File: src/hdl/pe2_pkg.sv
// constants and types shared by the two-bit processing slice
package pe2_pkg;

	// ----------------------------------------------------------------
	// data path shape
	// ----------------------------------------------------------------
	localparam int unsigned SLICE_W = 2;
	localparam int unsigned NUM_SCRATCH = 11;
	localparam logic [3:0] TEMP_IDX = 4'ha;
	localparam logic [3:0] LAST_GEN_IDX = 4'h9;

	// ----------------------------------------------------------------
	// microfunction code fields
	// ----------------------------------------------------------------
	localparam int unsigned FCLS_HI = 6;
	localparam int unsigned FCLS_LO = 4;
	localparam int unsigned RSEL_HI = 3;
	localparam int unsigned RSEL_LO = 0;
	localparam logic [2:0] FCLS_ADD = 3'h0;
	localparam logic [2:0] FCLS_ADDR = 3'h1;
	localparam logic [2:0] FCLS_AND = 3'h4;

	// upper three register-select bits of the result/temporary pairs
	localparam logic [2:0] RPAIR_G1 = 3'h6;
	localparam logic [2:0] RPAIR_G2 = 3'h5;
	localparam logic [2:0] RPAIR_G3 = 3'h7;

	// ----------------------------------------------------------------
	// reset and constant values
	// ----------------------------------------------------------------
	localparam logic [SLICE_W-1:0] WORD_ZERO = 2'h0;
	localparam logic [SLICE_W-1:0] WORD_ONES = 2'h3;

	typedef enum logic [1:0] {
		RG_I,
		RG_II,
		RG_III
	} pe2_rgrp_t;

	typedef enum logic [1:0] {
		A_MEM,
		A_SCR,
		A_ACC
	} pe2_amux_t;

	typedef enum logic [1:0] {
		B_IO,
		B_ACC,
		B_LIT
	} pe2_bmux_t;

endpackage

File: src/hdl/pe2_slice.sv
// two-bit cascadable processing slice: operand muxes, alu, result register, scratchpad
//
// How it works
// - upper three code bits pick operation class, lower four pick registers
// - first operand mux picks memory input, scratchpad register or result register
// - second operand mux picks io input, result register or mask/literal bus
// - eleven scratchpad registers, ten general plus temporary, reach alu via first mux
// - each result goes to result register, scratchpad register or both
// - two lookahead outputs plus shift fill input and low-bit shift output
// - mask all ones includes the result register, all zeros removes it
// - logical operations drive carry with word OR of result bits and carry in
// - address latch holds memory address and drives three-state address bus
// - data output bus carries result register copy, three-state
// - memory and io input buses are two bits each
// - class 0 group I: reg plus (result AND mask) plus carry to reg and result
// - with result selected and mask ones it shifts left; mask zeros increments
// - class 0 group II: memory plus (result AND mask) plus carry to selected
// - class 0 group III: shift selected right, low bit out, fill high bit
// - class 1 group I: latch gets mask OR reg; reg gets reg plus mask plus carry
// - class 1 group I, mask zeros: latch gets reg, reg adds carry
// - class 1 group I, mask ones: latch all ones, reg minus one plus carry
// - class 1 group II: latch gets mask OR memory; selected gets memory plus mask plus carry
// - class 1 group II, mask zeros: latch gets memory, selected gets memory plus carry
// - class 1 group II, mask ones: latch all ones, memory minus one plus carry
// - carry output floats on right shifts and in reset; shift output driven only on right shifts
// - address and data bus enables follow their low enable inputs one clock edge later
// - codes 0-9 are general registers; pairs 110x, 101x, 111x are groups I, II, III
module pe2_slice (
	input wire logic core_clk_i,
	input wire logic rst_i,
	input wire logic [6:0] microfunction_code_bus_i,
	input wire logic [1:0] mem_data_i,
	input wire logic [1:0] io_data_i,
	input wire logic [1:0] mask_literal_i,
	input wire logic carry_input_n_i,
	input wire logic shift_fill_input_n_i,
	input wire logic address_output_enable_n_i,
	input wire logic data_output_enable_n_i,
	output logic [1:0] address_bus_o,
	output logic address_bus_oe_n_o,
	output logic [1:0] data_bus_o,
	output logic data_bus_oe_n_o,
	output logic ripple_carry_output_n_o,
	output logic ripple_carry_oe_n_o,
	output logic low_bit_shift_output_n_o,
	output logic low_bit_shift_oe_n_o,
	output logic lookahead_x_o,
	output logic lookahead_y_o
);

	// ----------------------------------------------------------------
	// arithmetic helper
	// ----------------------------------------------------------------
	function automatic logic [2:0] pe2_add(input logic [1:0] a, input logic [1:0] b,
			input logic c);
		logic [2:0] s;
		s = {1'b0, a} + {1'b0, b} + {2'h0, c};
		return s;
	endfunction

	// ----------------------------------------------------------------
	// state
	// ----------------------------------------------------------------
	logic [1:0] result_register_q;
	logic [1:0] result_register_d;
	logic [1:0] memory_address_latch_q;
	logic [1:0] memory_address_latch_d;
	logic [1:0] scratch_q [pe2_pkg::NUM_SCRATCH];
	logic [1:0] scratch_d [pe2_pkg::NUM_SCRATCH];
	logic carry_n_q;
	logic carry_n_d;
	logic carry_oe_n_q;
	logic carry_oe_n_d;
	logic shift_n_q;
	logic shift_n_d;
	logic shift_oe_n_q;
	logic shift_oe_n_d;
	logic x_q;
	logic x_d;
	logic y_q;
	logic y_d;
	logic addr_oe_n_q;
	logic data_oe_n_q;

	// ----------------------------------------------------------------
	// decode
	// ----------------------------------------------------------------
	logic [2:0] fcls;
	logic [3:0] rsel;
	pe2_pkg::pe2_rgrp_t rgrp;
	logic tgt_is_acc;
	logic [3:0] tgt_idx;
	logic [1:0] tgt_val;
	logic carry_in;

	always_comb begin
		fcls = microfunction_code_bus_i[pe2_pkg::FCLS_HI:pe2_pkg::FCLS_LO];
		rsel = microfunction_code_bus_i[pe2_pkg::RSEL_HI:pe2_pkg::RSEL_LO];
		carry_in = ~carry_input_n_i;
		tgt_is_acc = 1'b0;
		tgt_idx = pe2_pkg::TEMP_IDX;
		rgrp = pe2_pkg::RG_I;
		if (rsel <= pe2_pkg::LAST_GEN_IDX) begin
			tgt_idx = rsel;
		end else begin
			tgt_is_acc = rsel[0];
			case (rsel[3:1])
				pe2_pkg::RPAIR_G1: rgrp = pe2_pkg::RG_I;
				pe2_pkg::RPAIR_G2: rgrp = pe2_pkg::RG_II;
				pe2_pkg::RPAIR_G3: rgrp = pe2_pkg::RG_III;
				default: rgrp = pe2_pkg::RG_I;
			endcase
		end
		tgt_val = tgt_is_acc ? result_register_q : scratch_q[tgt_idx];
	end

	// ----------------------------------------------------------------
	// operand multiplexers and alu
	// ----------------------------------------------------------------
	pe2_pkg::pe2_amux_t a_sel;
	pe2_pkg::pe2_bmux_t b_sel;
	logic [1:0] a_op;
	logic [1:0] b_op;
	logic [2:0] sum;
	logic [1:0] gen;
	logic [1:0] prop;

	always_comb begin
		a_sel = tgt_is_acc ? pe2_pkg::A_ACC : pe2_pkg::A_SCR;
		b_sel = pe2_pkg::B_ACC;
		if (rgrp == pe2_pkg::RG_II && rsel > pe2_pkg::LAST_GEN_IDX) begin
			a_sel = pe2_pkg::A_MEM;
		end
		if (fcls == pe2_pkg::FCLS_ADDR) begin
			b_sel = pe2_pkg::B_LIT;
		end else if (fcls == pe2_pkg::FCLS_ADD && rgrp == pe2_pkg::RG_III
				&& rsel > pe2_pkg::LAST_GEN_IDX) begin
			b_sel = pe2_pkg::B_IO;
		end
		case (a_sel)
			pe2_pkg::A_MEM: a_op = mem_data_i;
			pe2_pkg::A_ACC: a_op = result_register_q;
			pe2_pkg::A_SCR: a_op = scratch_q[tgt_idx];
			default: a_op = pe2_pkg::WORD_ZERO;
		endcase
		case (b_sel)
			pe2_pkg::B_IO: b_op = io_data_i & mask_literal_i;
			pe2_pkg::B_ACC: b_op = result_register_q & mask_literal_i;
			pe2_pkg::B_LIT: b_op = mask_literal_i;
			default: b_op = pe2_pkg::WORD_ZERO;
		endcase
		sum = pe2_add(a_op, b_op, carry_in);
		gen = a_op & b_op;
		prop = a_op | b_op;
	end

	// ----------------------------------------------------------------
	// next state of registers and cascade outputs
	// ----------------------------------------------------------------
	always_comb begin
		result_register_d = result_register_q;
		memory_address_latch_d = memory_address_latch_q;
		scratch_d = scratch_q;
		carry_n_d = ~carry_in;
		carry_oe_n_d = 1'b0;
		shift_n_d = 1'b1;
		shift_oe_n_d = 1'b1;
		x_d = gen[1] | (prop[1] & gen[0]);
		y_d = prop[1] & prop[0];
		case (fcls)
			pe2_pkg::FCLS_ADD: begin
				if (rgrp == pe2_pkg::RG_III && rsel > pe2_pkg::LAST_GEN_IDX) begin
					// right shift: carry pin floats, shift pin drives old low bit
					carry_oe_n_d = 1'b1;
					shift_oe_n_d = 1'b0;
					shift_n_d = ~tgt_val[0];
					if (tgt_is_acc) begin
						result_register_d = {~shift_fill_input_n_i, tgt_val[1]};
					end else begin
						scratch_d[tgt_idx] = {~shift_fill_input_n_i, tgt_val[1]};
					end
				end else begin
					carry_n_d = ~sum[2];
					if (rgrp == pe2_pkg::RG_II && rsel > pe2_pkg::LAST_GEN_IDX) begin
						if (tgt_is_acc) begin
							result_register_d = sum[1:0];
						end else begin
							scratch_d[tgt_idx] = sum[1:0];
						end
					end else begin
						// with the result register as operand and mask all ones this doubles it
						result_register_d = sum[1:0];
						if (!tgt_is_acc) begin
							scratch_d[tgt_idx] = sum[1:0];
						end
					end
				end
			end
			pe2_pkg::FCLS_ADDR: begin
				if (rgrp != pe2_pkg::RG_III || rsel <= pe2_pkg::LAST_GEN_IDX) begin
					carry_n_d = ~sum[2];
					// mask zeros passes the operand, mask ones forces all ones
					memory_address_latch_d = a_op | mask_literal_i;
					if (tgt_is_acc) begin
						result_register_d = sum[1:0];
					end else begin
						scratch_d[tgt_idx] = sum[1:0];
					end
				end
			end
			pe2_pkg::FCLS_AND: begin
				if (rgrp != pe2_pkg::RG_III || rsel <= pe2_pkg::LAST_GEN_IDX) begin
					carry_n_d = ~(carry_in | (|(a_op & b_op)));
					if (tgt_is_acc) begin
						result_register_d = a_op & b_op;
					end else begin
						scratch_d[tgt_idx] = a_op & b_op;
					end
				end
			end
			default: begin
				carry_n_d = ~carry_in;
			end
		endcase
	end

	// ----------------------------------------------------------------
	// registers: every update of a microfunction lands on one edge
	// ----------------------------------------------------------------
	always_ff @(posedge core_clk_i or posedge rst_i) begin
		if (rst_i) begin
			result_register_q <= pe2_pkg::WORD_ZERO;
			memory_address_latch_q <= pe2_pkg::WORD_ZERO;
			for (int i = 0; i < pe2_pkg::NUM_SCRATCH; i++) begin
				scratch_q[i] <= pe2_pkg::WORD_ZERO;
			end
			carry_n_q <= 1'b1;
			carry_oe_n_q <= 1'b1;
			shift_n_q <= 1'b1;
			shift_oe_n_q <= 1'b1;
			x_q <= 1'b0;
			y_q <= 1'b0;
			addr_oe_n_q <= 1'b1;
			data_oe_n_q <= 1'b1;
		end else begin
			result_register_q <= result_register_d;
			memory_address_latch_q <= memory_address_latch_d;
			scratch_q <= scratch_d;
			carry_n_q <= carry_n_d;
			carry_oe_n_q <= carry_oe_n_d;
			shift_n_q <= shift_n_d;
			shift_oe_n_q <= shift_oe_n_d;
			x_q <= x_d;
			y_q <= y_d;
			addr_oe_n_q <= address_output_enable_n_i;
			data_oe_n_q <= data_output_enable_n_i;
		end
	end

	// ----------------------------------------------------------------
	// outputs
	// ----------------------------------------------------------------
	assign address_bus_o = memory_address_latch_q;
	assign address_bus_oe_n_o = addr_oe_n_q;
	assign data_bus_o = result_register_q;
	assign data_bus_oe_n_o = data_oe_n_q;
	assign ripple_carry_output_n_o = carry_n_q;
	assign ripple_carry_oe_n_o = carry_oe_n_q;
	assign low_bit_shift_output_n_o = shift_n_q;
	assign low_bit_shift_oe_n_o = shift_oe_n_q;
	assign lookahead_x_o = x_q;
	assign lookahead_y_o = y_q;

endmodule

File: config.mk
export PLATFORM = sky130hd
export DESIGN_NAME = pe2_slice
export DESIGN_NICKNAME = d
export VERILOG_FILES = /design/src/hdl/pe2_pkg.sv /design/src/hdl/pe2_slice.sv
export SDC_FILE = /design/constraint.sdc
export NUM_CORES = 1
export LEC_CHECK = 0
export ABC_AREA = 1
export ABC_CLOCK_PERIOD_IN_PS = 3300
export BUFFER_PORTS_ARGS = -buffer_cell sky130_fd_sc_hd__buf_2
export CAP_MARGIN = 40
export CORE_ASPECT_RATIO = 0.6
export CORE_MARGIN = 1.5
export CORE_UTILIZATION = 41
export DETAILED_ROUTE_END_ITERATION = 8
export GPL_ROUTABILITY_DRIVEN = 0
export REMOVE_ABC_BUFFERS = 1
export SLEW_MARGIN = 20
export SYNTH_ARGS = -nofsm -noshare
export SYNTH_HDL_FRONTEND = slang
export SYNTH_SLANG_ARGS = --single-unit
File: constraint.sdc
create_clock -name core_clk_i -period 3.3 [get_ports core_clk_i]
set_input_delay 0.99 -clock core_clk_i [delete_from_list [all_inputs] [get_ports core_clk_i]]
set_output_delay 0.99 -clock core_clk_i [all_outputs]
set_load 0.005 [all_outputs]
==> results.ini <==
[floorplanning]
boundaryPins=31
die_height_um=62.4
die_area_mm2=0.00637
num_rows=21
die_w_um=102
initial_core_util_pct=42.9
core_region_area_mm2=0.00562

[sta]
finalHoldViolations=0
period_share_pct=96.9
worst_slew_margin_relative_to_its_limit_pct=67.5
worst_clock_skew_ns=0.00686
final-setup-viol-count=0
tightestPinTransition_ns=0.484
report.final.slew_viol_count=0
max_freq_ghz=0.313
final.min_clock_period_ns=3.20

[final_layout]
n_antenna_cell=0
fin_nets=432
final_cells=488
area_growth_syn_to_layout_pct=30.5
layout-drive-gt1-share_pct=31.4
fillers=541
sequential_cell_area_um2=858
combined_area_of_the_multi_input_logic_cells_mm2=0.00136

[routing]
drt_pass1_iterations=5
drc=0
vias_per_cell=5.23
drt-wirelength-per-cell_um=15.3
dr.first_iter.drc_count=270
via_count=2550
final_ant_viol_nets=0
postRouteWirelength_mm=7.45

[power_and_ir_drop]
p_leak_nw=1.58
irDropWorstVdd_mv=0.243
power.density_mw_per_mm2=548
finalPower_w=0.00173

[worst_setup_path]
critical-path-max-stage-delay_ns=0.56
timing.critical_path.cells=buf_2 -> inv_4 -> nand2_4 -> nand2_1 -> nand2_1 -> nor2_2 -> nor2_1 -> nor2_1 -> nand3_1 -> nand3_2 -> nand2_2 -> fa_2 -> fa_1 -> inv_2 -> nand2_4 -> o21ai_2 -> mux2_4
critical_path.slowest_cell=sky130_fd_sc_hd__fa_1
start_kind=input port
worstPathMaxFanout=6
critical_path.startpoint=microfunction_code_bus_i[1]
worst-endpoint-arrival_ns=3.38
path_class=input port to register
cp.required_ns=3.48
cpLargestDelayFamily=adder cells
critPathBufInv=3
cp-end-kind=register

[grt]
first_pass_grt_wire_length_mm=11.7
pin_count_of_the_biggest_net_entering_global_routing=35
global_route.usage.total_pct=24.4
vias_in_the_first_global_route=2257
antenna_found_initial=0
grt.overflow.total=0

[clocking]
cts_tree=done
cts_num_sinks=34
cts_hold_buffers=0
cts_max_path_buffers=2
clock_pin_slew_reported_for_the_worst_setup_and_hold_paths_after_clock_tree_synthesis_ns=0.07
htree_levels=2
cts-root-buf=sky130_fd_sc_hd__clkbuf_8
cts_made_buffers=5
insertion_delay_ns=0.30

[hold_path]
hold_path.class=register to register

[synthesis]
synth_sequential_area_ratio_pct=35.5
synthArstFlopShare_pct=100
edff_count_synth=0
synthesis.area_per_instance_um2=7.23
post_synth_cell_types=41
synth_seq_cells=34
synth_top_flop_cell=sky130_fd_sc_hd__dfrtp_1
yosysWarningCount=0
postSynthCellCount=334
syn_area_mm2=0.00241

[placed_design]
port-buffer-count=30
placed_cells_incl_taps=475
dp_hpwl_mm=5.81

[run]
max_cap_viol_count=0

[run_status]
run_status=completed

==> through the flow <==
stage / setup slack [ns] / hold slack [ns] / cell area [um^2] / util, % / TNS (ns)
after global placement: -0.171 / 0.493 / 2930 / 52.1 / -1.47
final: 0.103 / 0.522 / 3150 / 56.1 / 0
after global routing: -0.0536 / 0.538 / 3150 / 56.1 / -0.195
after floorplan: -0.0289 / 0.471 / 2370 / - / -0.0578
after detailed placement: -0.217 / 0.499 / 2930 / 52.1 / -1.96
after CTS: 0.0543 / 0.515 / 3040 / 54.1 / 0
==> layout by cell type (no fill, tap or decap), types with 13 or more instances in the layout <==
cell                       n
sky130_fd_sc_hd__nor2_1   32
sky130_fd_sc_hd__buf_4    41
sky130_fd_sc_hd__nand3_1  13
sky130_fd_sc_hd__o21ai_0  25
sky130_fd_sc_hd__buf_2    28
sky130_fd_sc_hd__nand4_1  14
sky130_fd_sc_hd__inv_1    45
sky130_fd_sc_hd__a21oi_1  13
sky130_fd_sc_hd__nand2_1  69
sky130_fd_sc_hd__dfrtp_1  28
==> tightest hold or removal path: cells and delay by family (launching register included) <==
| kind | cells | cell delay [ns] |
|---|---|---|
| flops | 1 | 0.32 |
| compound gates | 1 | 0.11 |
| buf+inv | 1 | 0.05 |
==> power by group <==
| part | leakage [nW] | switching (W) | internal (W) | total [W] |
|---|---|---|---|---|
| clock network | 0.0585 | 0.000166 | 0.000246 | 0.000413 |
| logic | 1.12 | 0.000421 | 0.000300 | 0.000721 |
| registers | 0.400 | 0.0000627 | 0.000531 | 0.000594 |
==> path summary, 6_finish.rpt <==
| path | depth (start not counted) | slack [ns] | end |
|---|---|---|---|
| min in group asynchronous | 3 | 0.78 | async pin |
| worst max-delay path | 17 | 0.10 | register |
| worst max register to register | 15 | 0.62 | register |
| worst min-delay path | 2 | 0.52 | register |
| max in group asynchronous | 3 | 2.17 | ripple_carry_oe_n_o$_DFF_PP1_ |
| worst min register to register | 2 | 0.52 | register |
==> layout make-up <==
type                    count  share of cell area (%)
clock buffers               7                    2.74
multi-input cells         238                    43.1
well taps                  80                    3.18
clock inverters             1                   0.953
flip-flops and latches     34                    27.2
inverters                  55                    6.63
repair buffers             73                    16.2
==> cells by family after synthesis <==
| logic type | synth area share [%] |
|---|---|
| flops | 35.5 |
| compound gates | 17.6 |
| fa+ha+maj | 3.73 |
| simple gates | 31.7 |
| mux | 0.933 |
| buf+inv | 10.5 |
==> Yosys cell counts (2+ instances only) <==
cell / n / area share (%)
sky130_fd_sc_hd__ha_1: 4 / 2.1
sky130_fd_sc_hd__a21oi_1: 13 / 2.7
sky130_fd_sc_hd__nor3_1: 3 / 0.62
sky130_fd_sc_hd__nor2_8: 2 / 1.7
sky130_fd_sc_hd__buf_2: 2 / 0.41
sky130_fd_sc_hd__nor2_1: 34 / 5.3
sky130_fd_sc_hd__dfrtp_1: 28 / 29
sky130_fd_sc_hd__buf_4: 3 / 0.93
sky130_fd_sc_hd__fa_1: 2 / 1.7
sky130_fd_sc_hd__nor2_2: 3 / 0.78
sky130_fd_sc_hd__nand3_1: 14 / 2.9
sky130_fd_sc_hd__nand2_1: 71 / 11
sky130_fd_sc_hd__nand2_2: 8 / 2.1
sky130_fd_sc_hd__mux2_2: 2 / 0.93
sky130_fd_sc_hd__nand3_2: 2 / 0.83
sky130_fd_sc_hd__or2_2: 2 / 0.52
sky130_fd_sc_hd__inv_1: 49 / 7.6
sky130_fd_sc_hd__nand4_1: 14 / 3.6
sky130_fd_sc_hd__inv_2: 5 / 0.78
sky130_fd_sc_hd__o311ai_0: 2 / 0.73
sky130_fd_sc_hd__o21ai_1: 9 / 1.9
sky130_fd_sc_hd__o211ai_1: 10 / 3.1
sky130_fd_sc_hd__o22ai_1: 3 / 0.78
sky130_fd_sc_hd__dfstp_2: 6 / 6.5
sky130_fd_sc_hd__o21ai_0: 25 / 5.2
sky130_fd_sc_hd__nand2_4: 3 / 1.4
==> metal layers <==
| layer | track usage (%) | wire length, um | vias up | part of all wire, % |
|---|---|---|---|---|
| met5 | 0 | 0 | - | 0 |
| met4 | 4.97 | 71 | 0 | 0.95 |
| met3 | 7.94 | 719 | 11 | 9.6 |
| met2 | 29.6 | 2820 | 106 | 38 |
| met1 | 40.4 | 3850 | 1179 | 52 |
| li1 | - | - | 1254 | - |
==> what timing repair did <==
item / CTS / global route
gates resized for setup: 0 / 24
setup buffers: 0 / 5
setup endpoints to repair: 0 / 13
Power figures use the tool's default switching activity.
